===== src/rtl/flash_selfprog_pkg.sv =====
// package: register addresses, field positions, codes and timing for the self-programming controller
package flash_selfprog_pkg;

  // ==========================================================
  // register addresses (8-bit space)
  localparam logic [7:0] ADDR_FLASH_CMD     = 8'hA3;
  localparam logic [7:0] ADDR_PTR_HIGH      = 8'hA4;
  localparam logic [7:0] ADDR_PTR_LOW       = 8'hA5;
  localparam logic [7:0] ADDR_CMP_HIGH      = 8'hA6;
  localparam logic [7:0] ADDR_CMP_LOW       = 8'hA7;
  localparam logic [7:0] ADDR_WRITE_BUF     = 8'hA8;
  localparam logic [7:0] ADDR_STATUS        = 8'hA9;
  localparam logic [7:0] ADDR_PROTECT_CMD   = 8'hAA;
  localparam logic [7:0] ADDR_MODE_CTRL     = 8'hAB;

  // ==========================================================
  // values and field positions
  localparam logic [7:0] PROTECT_KEY        = 8'hA5;
  localparam logic [7:0] MODE_SELF          = 8'h01;
  localparam logic [7:0] MODE_NORMAL        = 8'h00;
  localparam int         STAT_SEQ_BIT       = 0;
  localparam int         STAT_VERIFY_BIT    = 1;
  localparam int         STAT_PROTECT_BIT   = 2;
  localparam logic [7:0] RESET_ZERO         = 8'h00;
  localparam logic [2:0] CMD_VERIFY_BLOCK   = 3'h1;
  localparam logic [2:0] CMD_VERIFY_RANGE   = 3'h2;
  localparam logic [2:0] CMD_BLOCK_ERASE    = 3'h3;
  localparam logic [2:0] CMD_BLANK_CHECK    = 3'h4;
  localparam logic [2:0] CMD_BYTE_WRITE     = 3'h5;

  // ==========================================================
  // timing: fixed per-step time of the internal sequencer
  localparam int CLK_MHZ        = 200;
  localparam int STEP_TIME_NS   = 100;
  localparam int STEP_CYCLES    = (STEP_TIME_NS * CLK_MHZ + 999) / 1000;

  // ==========================================================
  // types
  typedef enum logic [2:0] {
    SEQ_IDLE  = 3'b000,
    SEQ_KEYED = 3'b001,
    SEQ_VAL   = 3'b010,
    SEQ_INV   = 3'b011
  } seq_state_t;

  typedef enum logic [2:0] {
    OP_IDLE   = 3'b000,
    OP_CHECK  = 3'b001,
    OP_STEP   = 3'b010,
    OP_DONE   = 3'b011
  } op_state_t;

  typedef struct packed {
    logic       wrEn;
    logic [7:0] addr;
    logic [7:0] data;
  } cpu_wr_t;

  typedef struct packed {
    logic       busy;
    logic       last;
    logic       fail;
  } step_resp_t;

endpackage


===== src/rtl/flash_step_timer.sv =====
// one flash step: a fixed-length wait, then a done pulse with the cell's pass/fail answer
`timescale 1ns/1ps
`default_nettype none
module flash_step_timer
  import flash_selfprog_pkg::*;
#(
  parameter int CYCLES = STEP_CYCLES
) (
  input  wire logic clk_sys,   // system clock
  input  wire logic reset,     // synchronous reset
  input  wire logic start,     // begin one step
  input  wire logic cellFail,  // cell result sampled at the end
  output logic      done,      // one-cycle done pulse
  output logic      fail       // result, valid with done
);

  typedef struct packed {
    logic        run;
    logic [15:0] cnt;
    logic        done;
    logic        fail;
  } timer_st_t;

  timer_st_t st_ff;
  timer_st_t nxt_st;

  // ==========================================================
  // count down one step
  always_comb begin
    nxt_st      = st_ff;
    nxt_st.done = 1'b0;
    if (start && !st_ff.run) begin
      nxt_st.run = 1'b1;
      nxt_st.cnt = 16'(CYCLES - 1);
    end else if (st_ff.run) begin
      if (st_ff.cnt == 16'h0000) begin
        nxt_st.run  = 1'b0;
        nxt_st.done = 1'b1;
        nxt_st.fail = cellFail;
      end else begin
        nxt_st.cnt = st_ff.cnt - 16'h0001;
      end
    end
  end

  always_ff @(posedge clk_sys) begin
    if (reset) begin
      st_ff <= '0;
    end else begin
      st_ff <= nxt_st;
    end
  end

  assign done = st_ff.done;
  assign fail = st_ff.fail;

endmodule
`default_nettype wire


===== src/rtl/flash_self_program_mode_ctrl.sv =====
// top: protected mode switching, command registers and HALT-started flash command sequencer
`timescale 1ns/1ps
`default_nettype none
// Notes on behaviour
// entry needs key A5H, then 01H, FEH, 01H to mode control; last write switches.
// value write and inverse write of the sequence never change the mode.
// exit needs key A5H, then 00H, FFH, 00H; the last write takes effect.
// status bit 0 flags a failed protected sequence; software clears and retries.
// software clears the command register to 00H before a mode sequence.
// software clears status before each mode sequence and each command.
// after entry software runs NOP then HALT before reading bit 0.
// software masks interrupts before entry and restores them after exit.
// CPU clock must be at least 1 MHz during self-programming.
// mode and command routines run from flash not being erased or written.
// command code 03H erases the block given by the high address pointer.
// for erase, software sets high compare equal high pointer, low pair 00H.
// a set command starts on HALT; CPU resumes after HALT when done.
// status bit 1 verify or command error, bit 2 protection error; zero means ok.
// software retries a failed erase up to its limit, then declares failure.
// software checks the protection flag separately for forbidden blocks.
// software kicks the watchdog with ACH before each command.
// codes 01H,02H verify, 04H blank check, 05H byte write; others prohibited.
// undefined code aborts at once, setting verify and protection flags.
// protection flag set for protected block or unerased-bit write; cleared by zero or reset.
// software clears bits 5 to 7 of high pointer and high compare.
// a broken protected order aborts, keeps the mode, sets the sequence flag.
module flash_self_program_mode_ctrl
  import flash_selfprog_pkg::*;
(
  input  wire logic       clk_sys,      // system clock
  input  wire logic       reset,        // synchronous reset, active high
  input  wire cpu_wr_t    cpuWr,        // cpu register write
  input  wire logic [7:0] rdAddr,       // cpu read address
  input  wire logic       haltExec,     // pulse: cpu executed HALT
  input  wire logic [4:0] protectLimit, // blocks below this are protected
  input  wire logic       cellFail,     // flash array reports failing step
  output logic [7:0]      rdData,       // registered read data
  output logic            selfProgMode, // 1 while in self-programming mode
  output logic            cpuHold,      // cpu stays in HALT while set
  output logic [7:0]      flashAddrHi,  // array address high
  output logic [7:0]      flashAddrLo,  // array address low
  output logic [7:0]      flashWrData,  // array write data
  output logic [2:0]      flashOp,      // active command code, 0 when idle
  output logic            flashStep     // pulse: one array step issued
);

  typedef struct packed {
    seq_state_t seq;
    op_state_t  op;
    logic       mode;
    logic [7:0] cmd;
    logic [7:0] ptrHi;
    logic [7:0] ptrLo;
    logic [7:0] cmpHi;
    logic [7:0] cmpLo;
    logic [7:0] wbuf;
    logic [2:0] status;
    logic       hold;
    logic       step;
    logic [7:0] rd;
    logic [7:0] seqVal;
    logic [2:0] opCode;
  } ctrl_st_t;

  ctrl_st_t st_ff;
  ctrl_st_t nxt_st;
  logic     stepDone;
  logic     stepFail;
  logic     isMode;
  logic     blockProt;

  // ==========================================================
  // array step timing
  flash_step_timer #(
    .CYCLES (STEP_CYCLES)
  ) u_step (
    .clk_sys  (clk_sys),
    .reset    (reset),
    .start    (st_ff.step),
    .cellFail (cellFail),
    .done     (stepDone),
    .fail     (stepFail)
  );

  assign isMode    = cpuWr.wrEn && (cpuWr.addr == ADDR_MODE_CTRL);
  assign blockProt = (st_ff.ptrHi[4:0] < protectLimit);

  // ==========================================================
  // next-state logic
  always_comb begin
    nxt_st      = st_ff;
    nxt_st.step = 1'b0;

    // plain register writes
    if (cpuWr.wrEn) begin
      case (cpuWr.addr)
        ADDR_FLASH_CMD:  nxt_st.cmd   = {5'h00, cpuWr.data[2:0]};
        ADDR_PTR_HIGH:   nxt_st.ptrHi = cpuWr.data;
        ADDR_PTR_LOW:    nxt_st.ptrLo = cpuWr.data;
        ADDR_CMP_HIGH:   nxt_st.cmpHi = cpuWr.data;
        ADDR_CMP_LOW:    nxt_st.cmpLo = cpuWr.data;
        ADDR_WRITE_BUF:  nxt_st.wbuf  = cpuWr.data;
        ADDR_STATUS:     nxt_st.status = cpuWr.data[2:0];
        default:         nxt_st.cmd   = st_ff.cmd;
      endcase
    end

    // protected sequence
    case (st_ff.seq)
      SEQ_IDLE: begin
        if (cpuWr.wrEn && cpuWr.addr == ADDR_PROTECT_CMD && cpuWr.data == PROTECT_KEY) begin
          nxt_st.seq = SEQ_KEYED;
        end else if (isMode) begin
          nxt_st.status[STAT_SEQ_BIT] = 1'b1;
        end
      end
      SEQ_KEYED: begin
        if (isMode && (cpuWr.data == MODE_SELF || cpuWr.data == MODE_NORMAL)) begin
          nxt_st.seq = SEQ_VAL;
          nxt_st.seqVal = cpuWr.data; // kept apart from read data for the later steps
        end else if (cpuWr.wrEn) begin
          nxt_st.seq = SEQ_IDLE;
          nxt_st.status[STAT_SEQ_BIT] = 1'b1;
        end
      end
      SEQ_VAL: begin
        if (isMode && cpuWr.data == ~st_ff.seqVal) begin
          nxt_st.seq = SEQ_INV;
        end else if (cpuWr.wrEn) begin
          nxt_st.seq = SEQ_IDLE;
          nxt_st.status[STAT_SEQ_BIT] = 1'b1;
        end
      end
      SEQ_INV: begin
        if (isMode && cpuWr.data == st_ff.seqVal) begin
          nxt_st.seq  = SEQ_IDLE;
          nxt_st.mode = (cpuWr.data == MODE_SELF);
        end else if (cpuWr.wrEn) begin
          nxt_st.seq = SEQ_IDLE;
          nxt_st.status[STAT_SEQ_BIT] = 1'b1;
        end
      end
      default: nxt_st.seq = SEQ_IDLE;
    endcase

    // command sequencer
    case (st_ff.op)
      OP_IDLE: begin
        if (haltExec && st_ff.mode && st_ff.cmd[2:0] != 3'h0) begin
          nxt_st.hold   = 1'b1;
          nxt_st.opCode = st_ff.cmd[2:0]; // code of the started command
          nxt_st.op     = OP_CHECK;
        end
      end
      OP_CHECK: begin
        if (st_ff.cmd[2:0] > CMD_BYTE_WRITE) begin
          nxt_st.status[STAT_VERIFY_BIT]  = 1'b1;
          nxt_st.status[STAT_PROTECT_BIT] = 1'b1;
          nxt_st.op = OP_DONE;
        end else if (blockProt) begin
          nxt_st.status[STAT_PROTECT_BIT] = 1'b1;
          nxt_st.op = OP_DONE;
        end else begin
          if (st_ff.cmd[2:0] == CMD_BLOCK_ERASE) begin
            nxt_st.ptrLo = 8'h00;
          end
          nxt_st.step = 1'b1;
          nxt_st.op   = OP_STEP;
        end
      end
      OP_STEP: begin
        if (stepDone) begin
          if (stepFail) begin
            if (st_ff.cmd[2:0] == CMD_BYTE_WRITE) begin
              nxt_st.status[STAT_PROTECT_BIT] = 1'b1;
            end else begin
              nxt_st.status[STAT_VERIFY_BIT] = 1'b1;
            end
            nxt_st.op = OP_DONE;
          end else if (st_ff.cmd[2:0] == CMD_BYTE_WRITE ||
                       st_ff.ptrLo == st_ff.cmpLo ||
                       (st_ff.cmd[2:0] == CMD_BLOCK_ERASE)) begin
            nxt_st.op = OP_DONE;
          end else begin
            nxt_st.ptrLo = st_ff.ptrLo + 8'h01;
            nxt_st.step  = 1'b1;
          end
        end
      end
      OP_DONE: begin
        nxt_st.hold   = 1'b0;
        nxt_st.opCode = 3'h0;
        nxt_st.op   = OP_IDLE;
      end
      default: nxt_st.op = OP_IDLE;
    endcase

    // read path, registered
    case (rdAddr)
      ADDR_FLASH_CMD: nxt_st.rd = st_ff.cmd;
      ADDR_PTR_HIGH:  nxt_st.rd = st_ff.ptrHi;
      ADDR_PTR_LOW:   nxt_st.rd = st_ff.ptrLo;
      ADDR_CMP_HIGH:  nxt_st.rd = st_ff.cmpHi;
      ADDR_CMP_LOW:   nxt_st.rd = st_ff.cmpLo;
      ADDR_WRITE_BUF: nxt_st.rd = st_ff.wbuf;
      ADDR_STATUS:    nxt_st.rd = {5'h00, st_ff.status};
      ADDR_MODE_CTRL: nxt_st.rd = {7'h00, st_ff.mode};
      default:        nxt_st.rd = 8'h00;
    endcase
  end

  always_ff @(posedge clk_sys) begin
    if (reset) begin
      st_ff <= '{seq: SEQ_IDLE, op: OP_IDLE, ptrHi: RESET_ZERO, ptrLo: RESET_ZERO, default: '0};
    end else begin
      st_ff <= nxt_st;
    end
  end

  // ==========================================================
  // outputs, all from flip-flops
  assign rdData       = st_ff.rd;
  assign selfProgMode = st_ff.mode;
  assign cpuHold      = st_ff.hold;
  assign flashAddrHi  = st_ff.ptrHi;
  assign flashAddrLo  = st_ff.ptrLo;
  assign flashWrData  = st_ff.wbuf;
  assign flashOp      = st_ff.opCode;
  assign flashStep    = st_ff.step;

endmodule
`default_nettype wire


===== config.mk =====
export PLATFORM = sky130hd
export DESIGN_NAME = flash_self_program_mode_ctrl
export DESIGN_NICKNAME = d
export VERILOG_FILES = /design/src/rtl/flash_selfprog_pkg.sv /design/src/rtl/flash_step_timer.sv /design/src/rtl/flash_self_program_mode_ctrl.sv
export SDC_FILE = /design/constraint.sdc
export NUM_CORES = 1
export LEC_CHECK = 0
export BUFFER_PORTS_ARGS = -buffer_cell sky130_fd_sc_hd__buf_2
export CAP_MARGIN = 20
export CORE_ASPECT_RATIO = 0.7
export CORE_MARGIN = 10
export CORE_UTILIZATION = 50
export DETAILED_ROUTE_END_ITERATION = 8
export PLACE_DENSITY = 0.71
export REMOVE_ABC_BUFFERS = 1
export SETUP_SLACK_MARGIN = 0.3
export SYNTH_ARGS = -nofsm -noshare
export SYNTH_HDL_FRONTEND = slang
export SYNTH_SLANG_ARGS = --single-unit
export TNS_END_PERCENT = 30

===== constraint.sdc =====
create_clock -name clk_sys -period 2.8 [get_ports clk_sys]
set_input_delay 0.14 -clock clk_sys [delete_from_list [all_inputs] [get_ports clk_sys]]
set_output_delay 0.14 -clock clk_sys [all_outputs]
set_load 0.01 [all_outputs]

# Word level (Yosys, flattened, before mapping)
# Cells that the tools add are included.
[word_totals] reg_bits=93 input_bits=34 output_inout_bits=38 wordCells=154
[op_classes] add_sub_neg=2 order_cmp=2 n_eq_ne=35 mux=57 bitwise_logic=4 reduce_logical=34
[op_table] operator="8-bit == test (second input constant)" n=18
[op_table] operator="8-bit 2-to-1 mux" n=10
[op_table] operator="8-bit case mux with 8 select lines" n=1
[op_table] operator="35-bit 2-to-1 mux" n=1
[op_table] operator="3-bit 2-to-1 mux" n=11
[op_table] operator="8-bit == test" n=3
[op_table] operator="1-bit 2-to-1 mux" n=20
[op_table] operator="2-bit AND reduction" n=10
[op_table] operator="19-bit 2-to-1 mux" n=1
[op_table] operator="17-bit 2-to-1 mux" n=1
[op_table] operator="16-bit logical NOT" n=1
[op_table] operator="16-bit 2-to-1 mux" n=1
[op_table] operator="8-bit case mux with 2 select lines" n=1
[op_table] operator="16-bit by 1-bit subtractor with 16-bit output (second input constant)" n=1
[op_table] operator="3-bit by 2-bit == test with 1-bit output (second input constant)" n=5
[op_table] operator="3-bit case mux with 4 select lines" n=1
[op_table] operator="1-bit logical AND" n=9
[op_table] operator="3-bit case mux with 3 select lines" n=1
[op_table] operator="8-bit by 1-bit adder with 8-bit output (second input constant)" n=1
[op_table] operator="8-bit by 1-bit == test with 1-bit output (second input constant)" n=1
[op_table] operator="8-bit logical NOT" n=1
[op_table] operator="8-bit NOT" n=1
[op_table] operator="3-bit by 1-bit == test with 1-bit output (second input constant)" n=2
[op_table] operator="3-bit logical NOT" n=2
[op_table] operator="19 further kinds" n=30

# Depth between registers and ports, before layout
# Gate-level depths: netlist (run 1).
[depth] ltp_word=7 depth_mapped=9 ltp_nobuf=8

# Cells and area by module
# A second synthesis (run 1) with hierarchy kept.
[unflattened] hier_cells=569 hier_area_um2=5053.6
[modules_own_cells] mod="flash_self_program_mode_ctrl" instances=1 cells_per_inst=456 area_each_um2=4056.4 seq_area_each_um2=1461.4
[modules_own_cells] mod="flash_step_timer" instances=1 cells_per_inst=113 area_each_um2=997.2 seq_area_each_um2=380.4

# Worst setup path after synthesis (run 1)
# No wires, ideal clock.
[synth_path] path_type="flip-flop to flip-flop" startpoint="register st_ff, in the netlist flashAddrHi[1]" endpoint="register st_ff, in the netlist flashAddrLo[6]" setup_ns=0.079 arrival_ns=2.013 required_time_ns=2.721 setup_slack_ns=0.708 path_stages_with_launch=8 path_buffers=0 period_less_slack_ns=2.092 path_cell_list="dfxtp_1 ha_1 or3b_1 and2_1 o31ai_1 a21oi_1 or4b_2 o211ai_1"
[synth_between] elab_chain_len=4
[synth_rtl] item="from (decl)" line="flash_self_program_mode_ctrl.sv:65" source="ctrl_st_t st_ff;"
[synth_rtl] item="from (signal assigned)" line="flash_self_program_mode_ctrl.sv:216" source="st_ff <= nxt_st;"
[synth_rtl] item="5-bit less-than comparator" line="flash_self_program_mode_ctrl.sv:86" source="assign blockProt = (st_ff.ptrHi[4:0] < protectLimit);"
[synth_rtl] item="8-bit 2-to-1 mux" line="flash_self_program_mode_ctrl.sv:160" source="end else if (blockProt) begin"
[synth_rtl] item="8-bit 2-to-1 mux" line="flash_self_program_mode_ctrl.sv:156" source="if (st_ff.cmd[2:0] > CMD_BYTE_WRITE) begin"
[synth_rtl] item="8-bit case mux with 2 select lines" line="flash_self_program_mode_ctrl.sv:147" source="case (st_ff.op)"
# No other way between the ends.
# A chain may end at the register's enable or synchronous reset.

# Worst setup path in the final report (run 1)
# Same ends and word-level chain as after synthesis.

==> results of run 1 <==
-- state kept, by name (all words and copies together) (netlist names) --
signal,count
u_step.st_ff,17
u_step.done,1
flashAddrLo,8
u_step.fail,1
flashStep,1
cpuHold,1
flashWrData,8
selfProgMode,1
rdData,8
flashAddrHi,8
st_ff,35
flashOp,3
-- worst max-delay path, delay by kind of cell (launching register included) --
kind	cells	cell delay, ps
AO/OA/AOI/OAI	4	800
adder cells (fa/ha/maj)	1	260
AND/OR/NAND/NOR	2	800
flip-flops	1	390
-- stage by stage --
step	power (W)	util [%]	hold slack, ps	area (um^2)	instances
after detailed placement	0.00146	54.7	395	5060	695
after global placement	0.00146	54.7	393	5060	695
after CTS	0.00271	58.0	28.4	5370	711
after global routing	0.00277	58.1	45.1	5370	711
after floorplan	0.00138	-	209	4480	490
final	0.00268	58.1	37.9	5370	711
-- cell usage after synthesis (3+ instances only) --
| library cell | count |
|---|---|
| sky130_fd_sc_hd__inv_1 | 15 |
| sky130_fd_sc_hd__clkbuf_1 | 21 |
| sky130_fd_sc_hd__o21ai_0 | 4 |
| sky130_fd_sc_hd__nor4_1 | 7 |
| sky130_fd_sc_hd__nand2b_1 | 6 |
| sky130_fd_sc_hd__nand2_1 | 26 |
| sky130_fd_sc_hd__a222oi_1 | 5 |
| sky130_fd_sc_hd__and3_1 | 3 |
| sky130_fd_sc_hd__nor2b_1 | 4 |
| sky130_fd_sc_hd__or3_1 | 6 |
| sky130_fd_sc_hd__nor3b_1 | 7 |
| sky130_fd_sc_hd__a31oi_1 | 4 |
| sky130_fd_sc_hd__mux2i_1 | 46 |
| sky130_fd_sc_hd__or2_2 | 3 |
| sky130_fd_sc_hd__dfxtp_1 | 92 |
| sky130_fd_sc_hd__nor3_1 | 21 |
| sky130_fd_sc_hd__ha_1 | 10 |
| sky130_fd_sc_hd__a21oi_1 | 24 |
| sky130_fd_sc_hd__o22ai_1 | 5 |
| sky130_fd_sc_hd__nand3_1 | 8 |
| sky130_fd_sc_hd__nor2_1 | 72 |
| sky130_fd_sc_hd__nand3b_1 | 7 |
| sky130_fd_sc_hd__buf_4 | 36 |
| sky130_fd_sc_hd__xor2_1 | 7 |
| sky130_fd_sc_hd__o21ai_1 | 8 |
| sky130_fd_sc_hd__o31ai_1 | 3 |
| sky130_fd_sc_hd__xnor2_1 | 25 |
| sky130_fd_sc_hd__o211ai_1 | 6 |
| sky130_fd_sc_hd__nand4_1 | 6 |
| sky130_fd_sc_hd__a211oi_1 | 5 |
| sky130_fd_sc_hd__and2_1 | 10 |
| sky130_fd_sc_hd__mux2_1 | 7 |
| sky130_fd_sc_hd__a22oi_1 | 5 |
-- worst paths after layout --
check / start / end / slack, ps / cells past startpoint
setup / recovery: flashAddrHi[1]$_SDFFE_PP0P_ / flashAddrLo[6]$_SDFF_PP0_ / 470 / 7
hold / removal: cellFail / u_step.fail$_SDFFE_PP0P_ / 40 / 3
setup reg to reg: flashAddrHi[1]$_SDFFE_PP0P_ / flashAddrLo[6]$_SDFF_PP0_ / 470 / 7
hold reg to reg: st_ff[9]$_SDFFE_PP0P_ / st_ff[9]$_SDFFE_PP0P_ / 490 / 1
-- metal layers --
layer	share of wire [%]	GRT usage (%)	up-vias	wire length (um)
li1	-	-	1975	-
met1	46	25.3	1935	5800
met2	44	26.1	145	5480
met3	8.8	5.25	18	1110
met5	0	0	-	0
met4	1.2	5.65	0	148
-- timing repair --
action,CTS,global route
endpoints found under the setup margin,0,1
endpoints found under the hold margin,0,0
hold buffers,0,0
gates resized for setup,0,1
-- power by group through the flow --
stage               registers, W  clock network [W]  logic [W]
floorplan                0.00134                  0  0.0000435
global placement         0.00134                  0   0.000119
detailed placement       0.00134                  0   0.000121
CTS                      0.00131            0.00128   0.000122
global route             0.00131            0.00132   0.000135
finish                   0.00131            0.00125   0.000123
-- area by class of cell --
class | instances | area share [%]
Multi-Input combinational cell | 383 | 48.1
Sequential cell | 92 | 34.3
Timing Repair Buffer | 81 | 8.01
Clock buffer | 9 | 4.19
Tap cell | 124 | 2.89
Clock inverter | 7 | 1.51
Inverter | 15 | 1.05
-- cell families after synthesis --
group	share of synthesized area (%)
compound gates	11.6
xor+xnor	5.80
fa+ha+maj	2.59
buf+inv	8.62
flops	38.1
mux	11.2
other cells	0.0775
simple gates	22.1
==> results.txt, run 1 <==
- The internal portion of the total power is 0.00206 W.
- After technology mapping, the gate count stands at 548.
- Walking the worst path, the cells encountered are ha_1 -> o211a_2 -> and2_1 -> o31ai_2 -> a21oi_1 -> or4b_2 -> o211ai_1.
* Final hold violations: 0
- Row count: 29
- Multi-input gate area in the final layout: 0.00258 mm^2
- Reported net switching power: 0.000622 W
* Cell area after synthesis: 0.00484 mm^2
- Number of vias per cell after detailed routing: 5.73
- The run finished with clean final reports.
- Wire length per cell after detailed routing: 17.6 um
- Ant. Diodes: 0
- In this run switching power makes up 23.2% of total power.
- Worst endpoint required time: 3070 ps
* Global router's overall resource usage: 18.1%
- Average cell area after synthesis: 8.82 um^2
- Storage cell area: 0.00184 mm^2
- Setup slack on the critical path of the routed design comes to 467 ps.
* Insertion delay to the later sink of the worst-skew pair: 340 ps
- Number of design-rule violations left by the first detailed-router iteration: 405
* Synthesis warning total: 0
- For this run, the register share of the synthesized area comes to 38.1%.
- The floorplan step set the die height to 102 um.
* DIE WIDTH: 138 um
* Area share of the leading cell type in the synthesized netlist: 38.1%
- Post-DP HPWL: 9.61 mm
* Sinks on Clock Net: 92
* Largest cells by area after synthesis: sky130_fd_sc_hd__dfxtp_1, sky130_fd_sc_hd__mux2i_1, sky130_fd_sc_hd__buf_4
* Critical path peak fanout: 7
* Count of flip-flops with a built-in enable after synthesis: 0
- Count of input and output buffers: 71
- Post-CTS timing repair inserted 0 buffers for setup.
- Gr ovfl total: 0
* Count of unique library cells instantiated by Yosys: 60
- Leaving out fill and tap cells, the most frequent cell in the layout is sky130_fd_sc_hd__dfxtp_1.
* Commonest cells after routing, fill and taps aside: sky130_fd_sc_hd__dfxtp_1, sky130_fd_sc_hd__nor2_1, sky130_fd_sc_hd__buf_2
* Shortest clock period the worst path allows after layout: 2330 ps
* Number of antenna violations at the first check in global routing: 0
* Combinational group share of total power: 4.6%
- Summed over all cells, the static leakage comes to 2.22 nW.
- H-tree Lvls: 3
- Pin count of the biggest net entering global routing: 32
* IO Count: 72
- TritonCTS buffer count: 9
- The first global-routing pass estimated 20.2 mm of wire.
- Setup repair after global routing left no endpoint under its margin.
* Max-slew violation count: 0
* Kind of path behind the tightest hold check: in -> reg
* Number of optimization iterations in the first detailed-route pass: 7
- The clock network accounts for 46.5% of the total power.
- Power spread over the standard cell area amounts to 499 mW/mm^2.
* Max Fclk: 429 MHz
- Total number of vias: 4073
- Slowest stage cell, crit path: sky130_fd_sc_hd__or4b_2
- The critical path is of the reg -> reg type.
* TritonCTS clock tree: yes
- The worst-case IR drop observed on VDD is 321 uV.
- Clock-pin slew was measured on the worst setup and hold paths at 70 ps.
- Leading area contributor after synthesis: sky130_fd_sc_hd__dfxtp_1
* Std-Cell Core Area: 0.00925 mm^2
* DRC errors left: 0
- Between clock sinks in the finished design, the worst skew comes to 7.97 ps.
* Fraction of synthesis flops using an asynchronous set or reset pin: 0%
* Flip-flop cell with the highest count after synthesis: sky130_fd_sc_hd__dfxtp_1
- Ratio of cells with drive above 1 in the final layout: 18.7%
- Floorplan die area: 0.0141 mm^2
- Headroom to the max-slew limit came out at 55.8%.
* Sum of negative setup slack: 0 ps
- Setup Viol. Count Final: 0
- Across the run, the number of max-cap violations was 0.
- At the end of routability-driven placement, the weighted congestion stood at 0.908.
- The via count of the first global-routing pass came to 3840.
* Startpoint type of the worst setup path: flop
* Number of nets still failing antenna checks after routing: 0
* Initial core utilization: 52.3%
* Biggest cell delay along the critical path: 640 ps
- Register share of total power: 48.9%
- Element type at the critical path end: flop
- Slew @ Worst Pin: 658 ps
- Worst setup slack before clock tree synthesis: 466 ps
- Largest buffer count on any clock path: 2
* Final #Nets: 626
* Buffer type at the clock tree root: sky130_fd_sc_hd__clkbuf_16
* Data arrival time at the worst-slack endpoint: 2600 ps
- Count of filler cells inserted in the layout: 828
- The synthesized design contains 92 register bits.
- Signed area change from the synthesized netlist to the final layout: 11.1%
- Summed over all layers, the routed wires come to 12.5 mm.
- Share of the clock period used by the worst path: 83.3%
Power figures use the tool's default switching activity.
==> run 2, diff against run 1 <==
clock period = 2.4 ns   (was 2.8 ns; I/O delays follow)
==> results.txt, run 2 (synthesized netlist as in run 1, its figures left out) <==
- Run status: finished clean
- The power dissipated by switching net loads is 0.000748 W (+20%).
- The clock-pin transition on the worst setup and hold timing paths is 70 ps (about the same).
- The share of the core filled with cells in the final layout is 60.5% (+2.5 points).
- The transition at the pin with the smallest max-transition slack came to 663 ps (+4.49 ps).
- IR drop worst, VDD: 456 uV (+42%)
* Cell Count Post-Placement: 707 (+1.7%)
* Final hold violations: 0 (unchanged)
- FF-to-FF End: flashAddrLo[6]$_SDFF_PP0_
* Leading cell type in the layout, fill and taps excluded: sky130_fd_sc_hd__dfxtp_1
- Initial core utilization: 52.3% (unchanged)
* Leakage power: 2.34 nW (+5.6%)
* Die boundary height: 102 um (unchanged)
* Insertion delay to the later sink of the worst-skew pair: 350 ps (about the same)
- Hold path startpoint: cellFail
* Count of input and output buffers: 71 (unchanged)
- The count of final setup violators is 0 (unchanged).
* TritonCTS clock tree: yes
- Worst setup slack for register-to-register paths: 310 ps (-150 ps)
* Worst endpoint required time: 2670 ps (-400 ps)
- Number of logic stages on the critical path including buffering: 8 (+1)
- DIE WIDTH: 138 um (unchanged)
* Worst hold path cell count: 3 (unchanged)
* Clock power share: 46.7% (+0.2 points)
- Number of antenna violations at the first check in global routing: 0 (unchanged)
* Power Density: 563 mW/mm^2 (+13%)
- Min Hold Slack: 12.1 ps (-25.8 ps)
- The share of post-route cells with drive strength above 1 was 24.1% (+5.4 points).
- Pin count of the biggest net entering global routing: 41 (+28%)
- Final cell count without fillers: 730 (+2.7%)
* Combinational group share of total power: 4.9% (+0.3 points)
- The standard cell core area is 0.00925 mm^2 (unchanged).
* Kind of path behind the tightest hold check: in -> reg
* Buffer type at the clock tree root: sky130_fd_sc_hd__clkbuf_16
* Final #Nets: 645 (+3.0%)
- The final weighted congestion in routability-driven placement is 0.909 (+0.15%).
* IO Count: 72 (unchanged)
* Max-Cap Viols: 0 (unchanged)
* Critical path peak fanout: 3 (-4)
- Hold Crit Endpoint: u_step.fail$_SDFFE_PP0P_
* Largest buffer count on any clock path: 2 (unchanged)
- Post-DP HPWL: 10.2 mm (+6.3%)
- The worst register-to-register path begins at flashAddrHi[1]$_SDFFE_PP0P_.
* List of cells traversed by the critical path: ha_2 -> or3b_4 -> and2_4 -> o31ai_4 -> a21oi_2 -> buf_4 -> or4b_1 -> o211ai_1
- The internal power component came to 0.00241 W (+17%).
* Number of vias per cell after detailed routing: 5.69 (-0.69%)
- The flip-flop count of the largest register after layout is 35 (unchanged).
- The H-tree depth came to 3 (unchanged).
* Ant. Diodes: 0 (unchanged)
- The number of buffers inserted during clock tree synthesis is 9 (unchanged).
- Startpoint type of the worst setup path: flop
* Worst clock skew: 6.69 ps (-1.27 ps)
* Largest delay contributor family on the critical path: simple AND/OR/NAND/NOR gates
* Signed area change from the synthesized netlist to the final layout: 15.8%
- The floorplan die area is 0.0141 mm^2 (unchanged).
- Leaving out fill and tap cells, the most frequent cells in the layout are sky130_fd_sc_hd__dfxtp_1, sky130_fd_sc_hd__nor2_1, sky130_fd_sc_hd__buf_2.
* RSZ-0062 raised after global routing: yes
- STA classifies the critical path endpoint as a flop.
- Number of design-rule violations left by the first detailed-router iteration: 411 (+1.5%)
- The number of remaining DRC errors was 0 (unchanged).
- Max Fclk: 479 MHz (+12%)
- The total of fill cells in the finished design is 828 (unchanged).
- The post-route fraction of the period consumed by the critical path is 87.0% (+3.6 points).
- Largest Register: st_ff
* Sum of negative setup slack: 0 ps (unchanged)
- Wire length per cell after detailed routing: 18.7 um (+6.0%)
- The overall overflow remaining after global route came to 0 (unchanged).
- Register share of total power: 48.4% (-0.5 points)
- The first-pass GRT wire length came to 21.1 mm (+4.3%).
* Max-slew violation count: 0 (unchanged)
- The routed wire length is 13.6 mm (+8.8%).
- The stage delay of the slowest cell on the critical path was 460 ps (-180 ps).
- Number of global-route vias before repair: 3938 (+2.6%)
* Total number of vias: 4153 (+2.0%)
* Registers with the highest flip-flop counts: st_ff x35, u_step.st_ff x17
- The tightest slew margin relative to the limit was 55.8% (about the same).
- Critical setup path kind: reg -> reg
- The total iterations of the first detailed-routing run was 7 (unchanged).
- Global router's overall resource usage: 19.0% (+0.96 points)
- The slowest stage of the critical path belongs to the cell sky130_fd_sc_hd__or4b_1.
- Row count: 29 (unchanged)
- Shortest clock period the worst path allows after layout: 2090 ps (-246 ps)
- Worst path buffer plus inverter count: 1 (+1)
- Number of nets still failing antenna checks after routing: 0 (unchanged)
* R2r worst-path depth: 8 (+1)
- Sinks on Clock Net: 92 (unchanged)
- The data arrival time at the worst-slack endpoint is 2360 ps (-240 ps).
* Net switching share of the total power: 23.7% (+0.52 points)
-- run 2: worst reg2reg max path: stages, from the launching register on --
cell and delay [ps]:
sky130_fd_sc_hd__dfxtp_2 330, sky130_fd_sc_hd__ha_2 170, sky130_fd_sc_hd__or3b_4 370, sky130_fd_sc_hd__and2_4 180, sky130_fd_sc_hd__o31ai_4 180, sky130_fd_sc_hd__a21oi_2 80
sky130_fd_sc_hd__buf_4 150, sky130_fd_sc_hd__or4b_1 460, sky130_fd_sc_hd__o211ai_1 90
-- run 2: per-stage QoR --
stage                     total power (W)  area (um^2)  setup slack (ps)
after global placement            0.00171         5150               197
after detailed placement          0.00171         5150              91.9
after floorplan                   0.00161         4480               249
after CTS                         0.00317         5530               291
final                             0.00316         5600               313
after global routing              0.00325         5600               267
-- run 2: how the worst max path moves through the flow --
stage                     slack [ps]                        start                         to
after detailed placement          90  flashAddrHi[1]$_SDFFE_PP0P_  flashAddrLo[6]$_SDFF_PP0_
after global routing             270  flashAddrHi[1]$_SDFFE_PP0P_  flashAddrLo[6]$_SDFF_PP0_
after CTS                        290  flashAddrHi[1]$_SDFFE_PP0P_  flashAddrLo[6]$_SDFF_PP0_
after global placement           200  flashAddrHi[1]$_SDFFE_PP0P_  flashAddrLo[6]$_SDFF_PP0_
final                            310  flashAddrHi[1]$_SDFFE_PP0P_  flashAddrLo[6]$_SDFF_PP0_
after floorplan                  250  flashAddrHi[1]$_SDFFE_PP0P_  flashAddrLo[6]$_SDFF_PP0_
-- run 2: layout make-up --
type	count	area (um^2)	share of cell area, %
clock buffers	9	225	4.02
clock inverters	7	83.8	1.50
inverters	15	56.3	1.01
multi-input cells	383	2660	47.5
flip-flops and latches	92	1850	33.0
well taps	124	155	2.77
repair buffers	100	573	10.2
-- run 2: metal layers --
metal | vias up | part of all wire (%) | global-route usage (%)
met3 | 22 | 8.4 | 5.54
li1 | 2004 | - | -
met1 | 1971 | 45 | 26.1
met4 | 0 | 1.1 | 4.12
met5 | - | 0 | 0
met2 | 156 | 45 | 29.0
-- run 2: repair_timing --
| action | 4_1_cts | 5_1_grt |
|---|---|---|
| resized for setup | 8 | 16 |
| cloned | 0 | 0 |
| endpoints found under the setup margin | 8 | 20 |
| pin swaps | 2 | 4 |
| buffers inserted | 4 | 3 |
| hold buffers | 0 | 0 |
-- run 2: power by group through the flow --
stage	logic, W	clock network [W]	registers (W)
detailed placement	0.000148	0	0.00156
CTS	0.000150	0.00150	0.00153
finish	0.000153	0.00148	0.00153
global route	0.000167	0.00156	0.00153
global placement	0.000144	0	0.00156
floorplan	0.0000508	0	0.00156
==> run 3, diff against run 2 <==
BUFFER_PORTS_ARGS = -buffer_cell sky130_fd_sc_hd__buf_4   (was -buffer_cell sky130_fd_sc_hd__buf_2)
clock period = 2.02 ns   (was 2.4 ns; I/O delays follow)
==> results.txt, run 3 (synthesized netlist as in run 1, its figures left out) <==
- The flow ran to the end, but the final reports show violations.
* Failing checks: negative setup slack
- The placement-stage worst setup slack is -208 ps (-300 ps).
* DIE WIDTH: 138 um (unchanged)
- Share of the clock period used by the worst path: 105% (+18 points)
- Shortest clock period the worst path allows after layout: 2120 ps (+30.9 ps)
- IR drop worst, VDD: 461 uV (+1.2%)
- The data arrival time at the worst-slack endpoint is 2420 ps (+60 ps).
- The floorplan die area is 0.0141 mm^2 (unchanged).
- The part of the total power dissipated in the clock network is 48.1% (+1.4 points).
- The share of post-route cells with drive strength above 1 is 33.4% (+9.3 points).
* Post-DP HPWL: 10.7 mm (+4.2%)
- The total iterations of the first detailed-routing run is 5 (-2).
- Number of nets still failing antenna checks after routing: 0 (unchanged)
- First-pass GRT wire length: 22.7 mm (+7.7%)
- Routed wire length: 14.7 mm (+7.6%)
- TritonCTS buffer count: 9 (unchanged)
* Number of global-route vias before repair: 4226 (+7.3%)
- Slowest stage cell, crit path: sky130_fd_sc_hd__or3b_4
* Element type at the critical path end: flop
- Std-Cell Core Area: 0.00925 mm^2 (unchanged)
- Number of design-rule violations left by the first detailed-router iteration: 394 (-4.1%)
* Global router's overall resource usage: 20.5% (+1.4 points)
* Leading cell type in the layout, fill and taps excluded: sky130_fd_sc_hd__buf_4
* Leakage power: 2.61 nW (+12%)
- The switching portion of total power came to 22.4% (-1.3 points).
- The detail-routed via count per cell is 5.67 (-0.32%).
- The die outline height was 102 um (unchanged).
- The antenna diode count was 0 (unchanged).
- Final #Nets: 680 (+5.4%)
- TritonCTS clock tree: yes
* Register share of total power: 46.4% (-2.0 points)
- Last weighted congestion value of the routability-driven placer: 0.974 (+7.1%)
* DRC errors left: 0 (unchanged)
- The smallest hold slack is 82.2 ps (+70.1 ps).
- The clock-pin transition on the worst setup and hold timing paths came to 70 ps (about the same).
- The count of final setup violators came to 3 (+3).
- Buffer type at the clock tree root: sky130_fd_sc_hd__clkbuf_16
- Row count: 29 (unchanged)
- Count of input and output buffers: 71 (unchanged)
- The internal power component came to 0.00304 W (+26%).
- Critical path peak fanout: 4 (+1)
- The flip-flop count of the largest register after layout was 35 (unchanged).
- Reported net switching power: 0.000878 W (+17%)
- RSZ-0062 raised after global routing: yes
- Sum of negative setup slack: -233 ps (-233 ps)
* Largest delay contributor family on the critical path: compound AO/OA/AOI/OAI gates
* Worst path buffer plus inverter count: 2 (+1)
- The average routed wire per standard cell was 19.2 um (+2.7%).
- Commonest cells after routing, fill and taps aside: sky130_fd_sc_hd__buf_4, sky130_fd_sc_hd__dfxtp_1, sky130_fd_sc_hd__nor2_1
* Slew @ Worst Pin: 637 ps (-25.9 ps)
- The critical path goes through ha_4 -> or3b_4 -> and2_4 -> o31ai_4 -> a21oi_2 -> buf_4 -> buf_4 -> o32ai_2 -> a221o_1.
* Final core utilization: 68.2% (+7.7 points)
- The number of placed I/O pins was 72 (unchanged).
- Power Density: 621 mW/mm^2 (+10%)
- Max-Cap Viols: 0 (unchanged)
- The total number of clock tree sinks is 92 (unchanged).
- The highest clock rate came to 472 MHz (-1.5%).
* Kind of path behind the tightest hold check: in -> reg
* Largest Register: st_ff
- Signed area change from the synthesized netlist to the final layout: 30.5%
* Initial core utilization: 52.3% (unchanged)
- The required arrival time at the worst endpoint came to 2320 ps (-350 ps).
- The number of vias after detailed routing is 4338 (+4.5%).
- The stage delay of the slowest cell on the critical path is 390 ps (-70 ps).
* Pin count of the biggest net entering global routing: 25 (-39%)
- Final hold violations: 0 (unchanged)
* Registers with the highest flip-flop counts: st_ff x35, u_step.st_ff x17
- Critical setup path kind: reg -> reg
* Number of antenna violations at the first check in global routing: 0 (unchanged)
- Insertion delay to the later sink of the worst-skew pair: 350 ps (about the same)
- The H-tree depth was 3 (unchanged).
- The number of buffers on the longest clock path was 2 (unchanged).
* PnR worst setup slack: -98.3 ps (-411 ps)
- STA classifies the critical path startpoint as a flop.
- The relative contribution of combinational cells to total power came to 5.5% (+0.6 points).
- Max-slew violation count: 0 (unchanged)
- The cell that appears most often on the critical path is sky130_fd_sc_hd__buf_4.
* Gr ovfl total: 0 (unchanged)
- Normalized max-slew margin: 57.6% (+1.7 points)
- Worst clock skew: 5.72 ps (-0.977 ps)
==> run 3: cell types whose count changed in the layout (fill, tap and decap cells not counted), sizes merged <==
cell         previous run  this run
clkbuf                  9        10
clkinv                  3         0
dlygate4sd3             0         1
buf                   100       134
bufinv                  1         2
inv                    17        18
==> run 3: what timing repair did <==
item | CTS | global route
hold endpoints to repair | 1 | 0
hold buffers | 1 | 0
pin swaps | 28 | 39
gates resized for setup | 41 | 34
endpoints found under the setup margin | 32 | 39
buffers inserted | 4 | 4
==> run 3: cell type report <==
type | instances | area (um^2)
Sequential cell | 92 | 1850
Timing Repair Buffer | 135 | 1030
Inverter | 15 | 56.3
Multi-Input combinational cell | 383 | 2880
Fill cell | 744 | 2940
Clock buffer | 10 | 239
Tap cell | 124 | 155
Clock inverter | 6 | 93.8
==> run 3: path summary, 6_finish.rpt <==
kind	startpoint	end	slack [ps]	depth (start not counted)
hold / removal	cpuWr[16]	st_ff[76]$_SDFFE_PP0P_	80	4
hold reg to reg	st_ff[6]$_SDFFE_PP0P_	st_ff[6]$_SDFFE_PP0P_	490	1
setup / recovery	flashAddrHi[1]$_SDFFE_PP0P_	flashAddrLo[5]$_SDFF_PP0_	-100	9
setup reg to reg	flashAddrHi[1]$_SDFFE_PP0P_	flashAddrLo[5]$_SDFF_PP0_	-100	9
==> run 3: layer usage <==
| layer | track usage [%] | wire length (um) |
|---|---|---|
| met1 | 27.8 | 6430 |
| met2 | 31.3 | 6700 |
| met3 | 6.08 | 1340 |
| met4 | 4.77 | 194 |
| met5 | 0 | 0 |
==> run 3: power by group through the flow <==
stage	clock network, W	logic [W]	registers (W)
finish	0.00189	0.000216	0.00182
global route	0.00198	0.000231	0.00182
CTS	0.00191	0.000208	0.00182
detailed placement	0	0.000201	0.00186
global placement	0	0.000198	0.00186
floorplan	0	0.0000604	0.00186
==> run 3: through the flow <==
| step | total power (W) | instance area, um^2 | std cells |
|---|---|---|---|
| 5_1_grt | 0.00403 | 6310 | 765 |
| 3_5_place_dp | 0.00206 | 5580 | 740 |
| 2_1_floorplan | 0.00192 | 4480 | 490 |
| 3_3_place_gp | 0.00206 | 5580 | 740 |
| 4_1_cts | 0.00393 | 6130 | 761 |
| 6_report | 0.00392 | 6310 | 765 |
==> run 3: worst min-delay path: stages <==
cell and delay (ps):
sky130_fd_sc_hd__buf_4 120, sky130_fd_sc_hd__nand2_1 50, sky130_fd_sc_hd__o21ai_1 70, sky130_fd_sc_hd__nor2_1 40
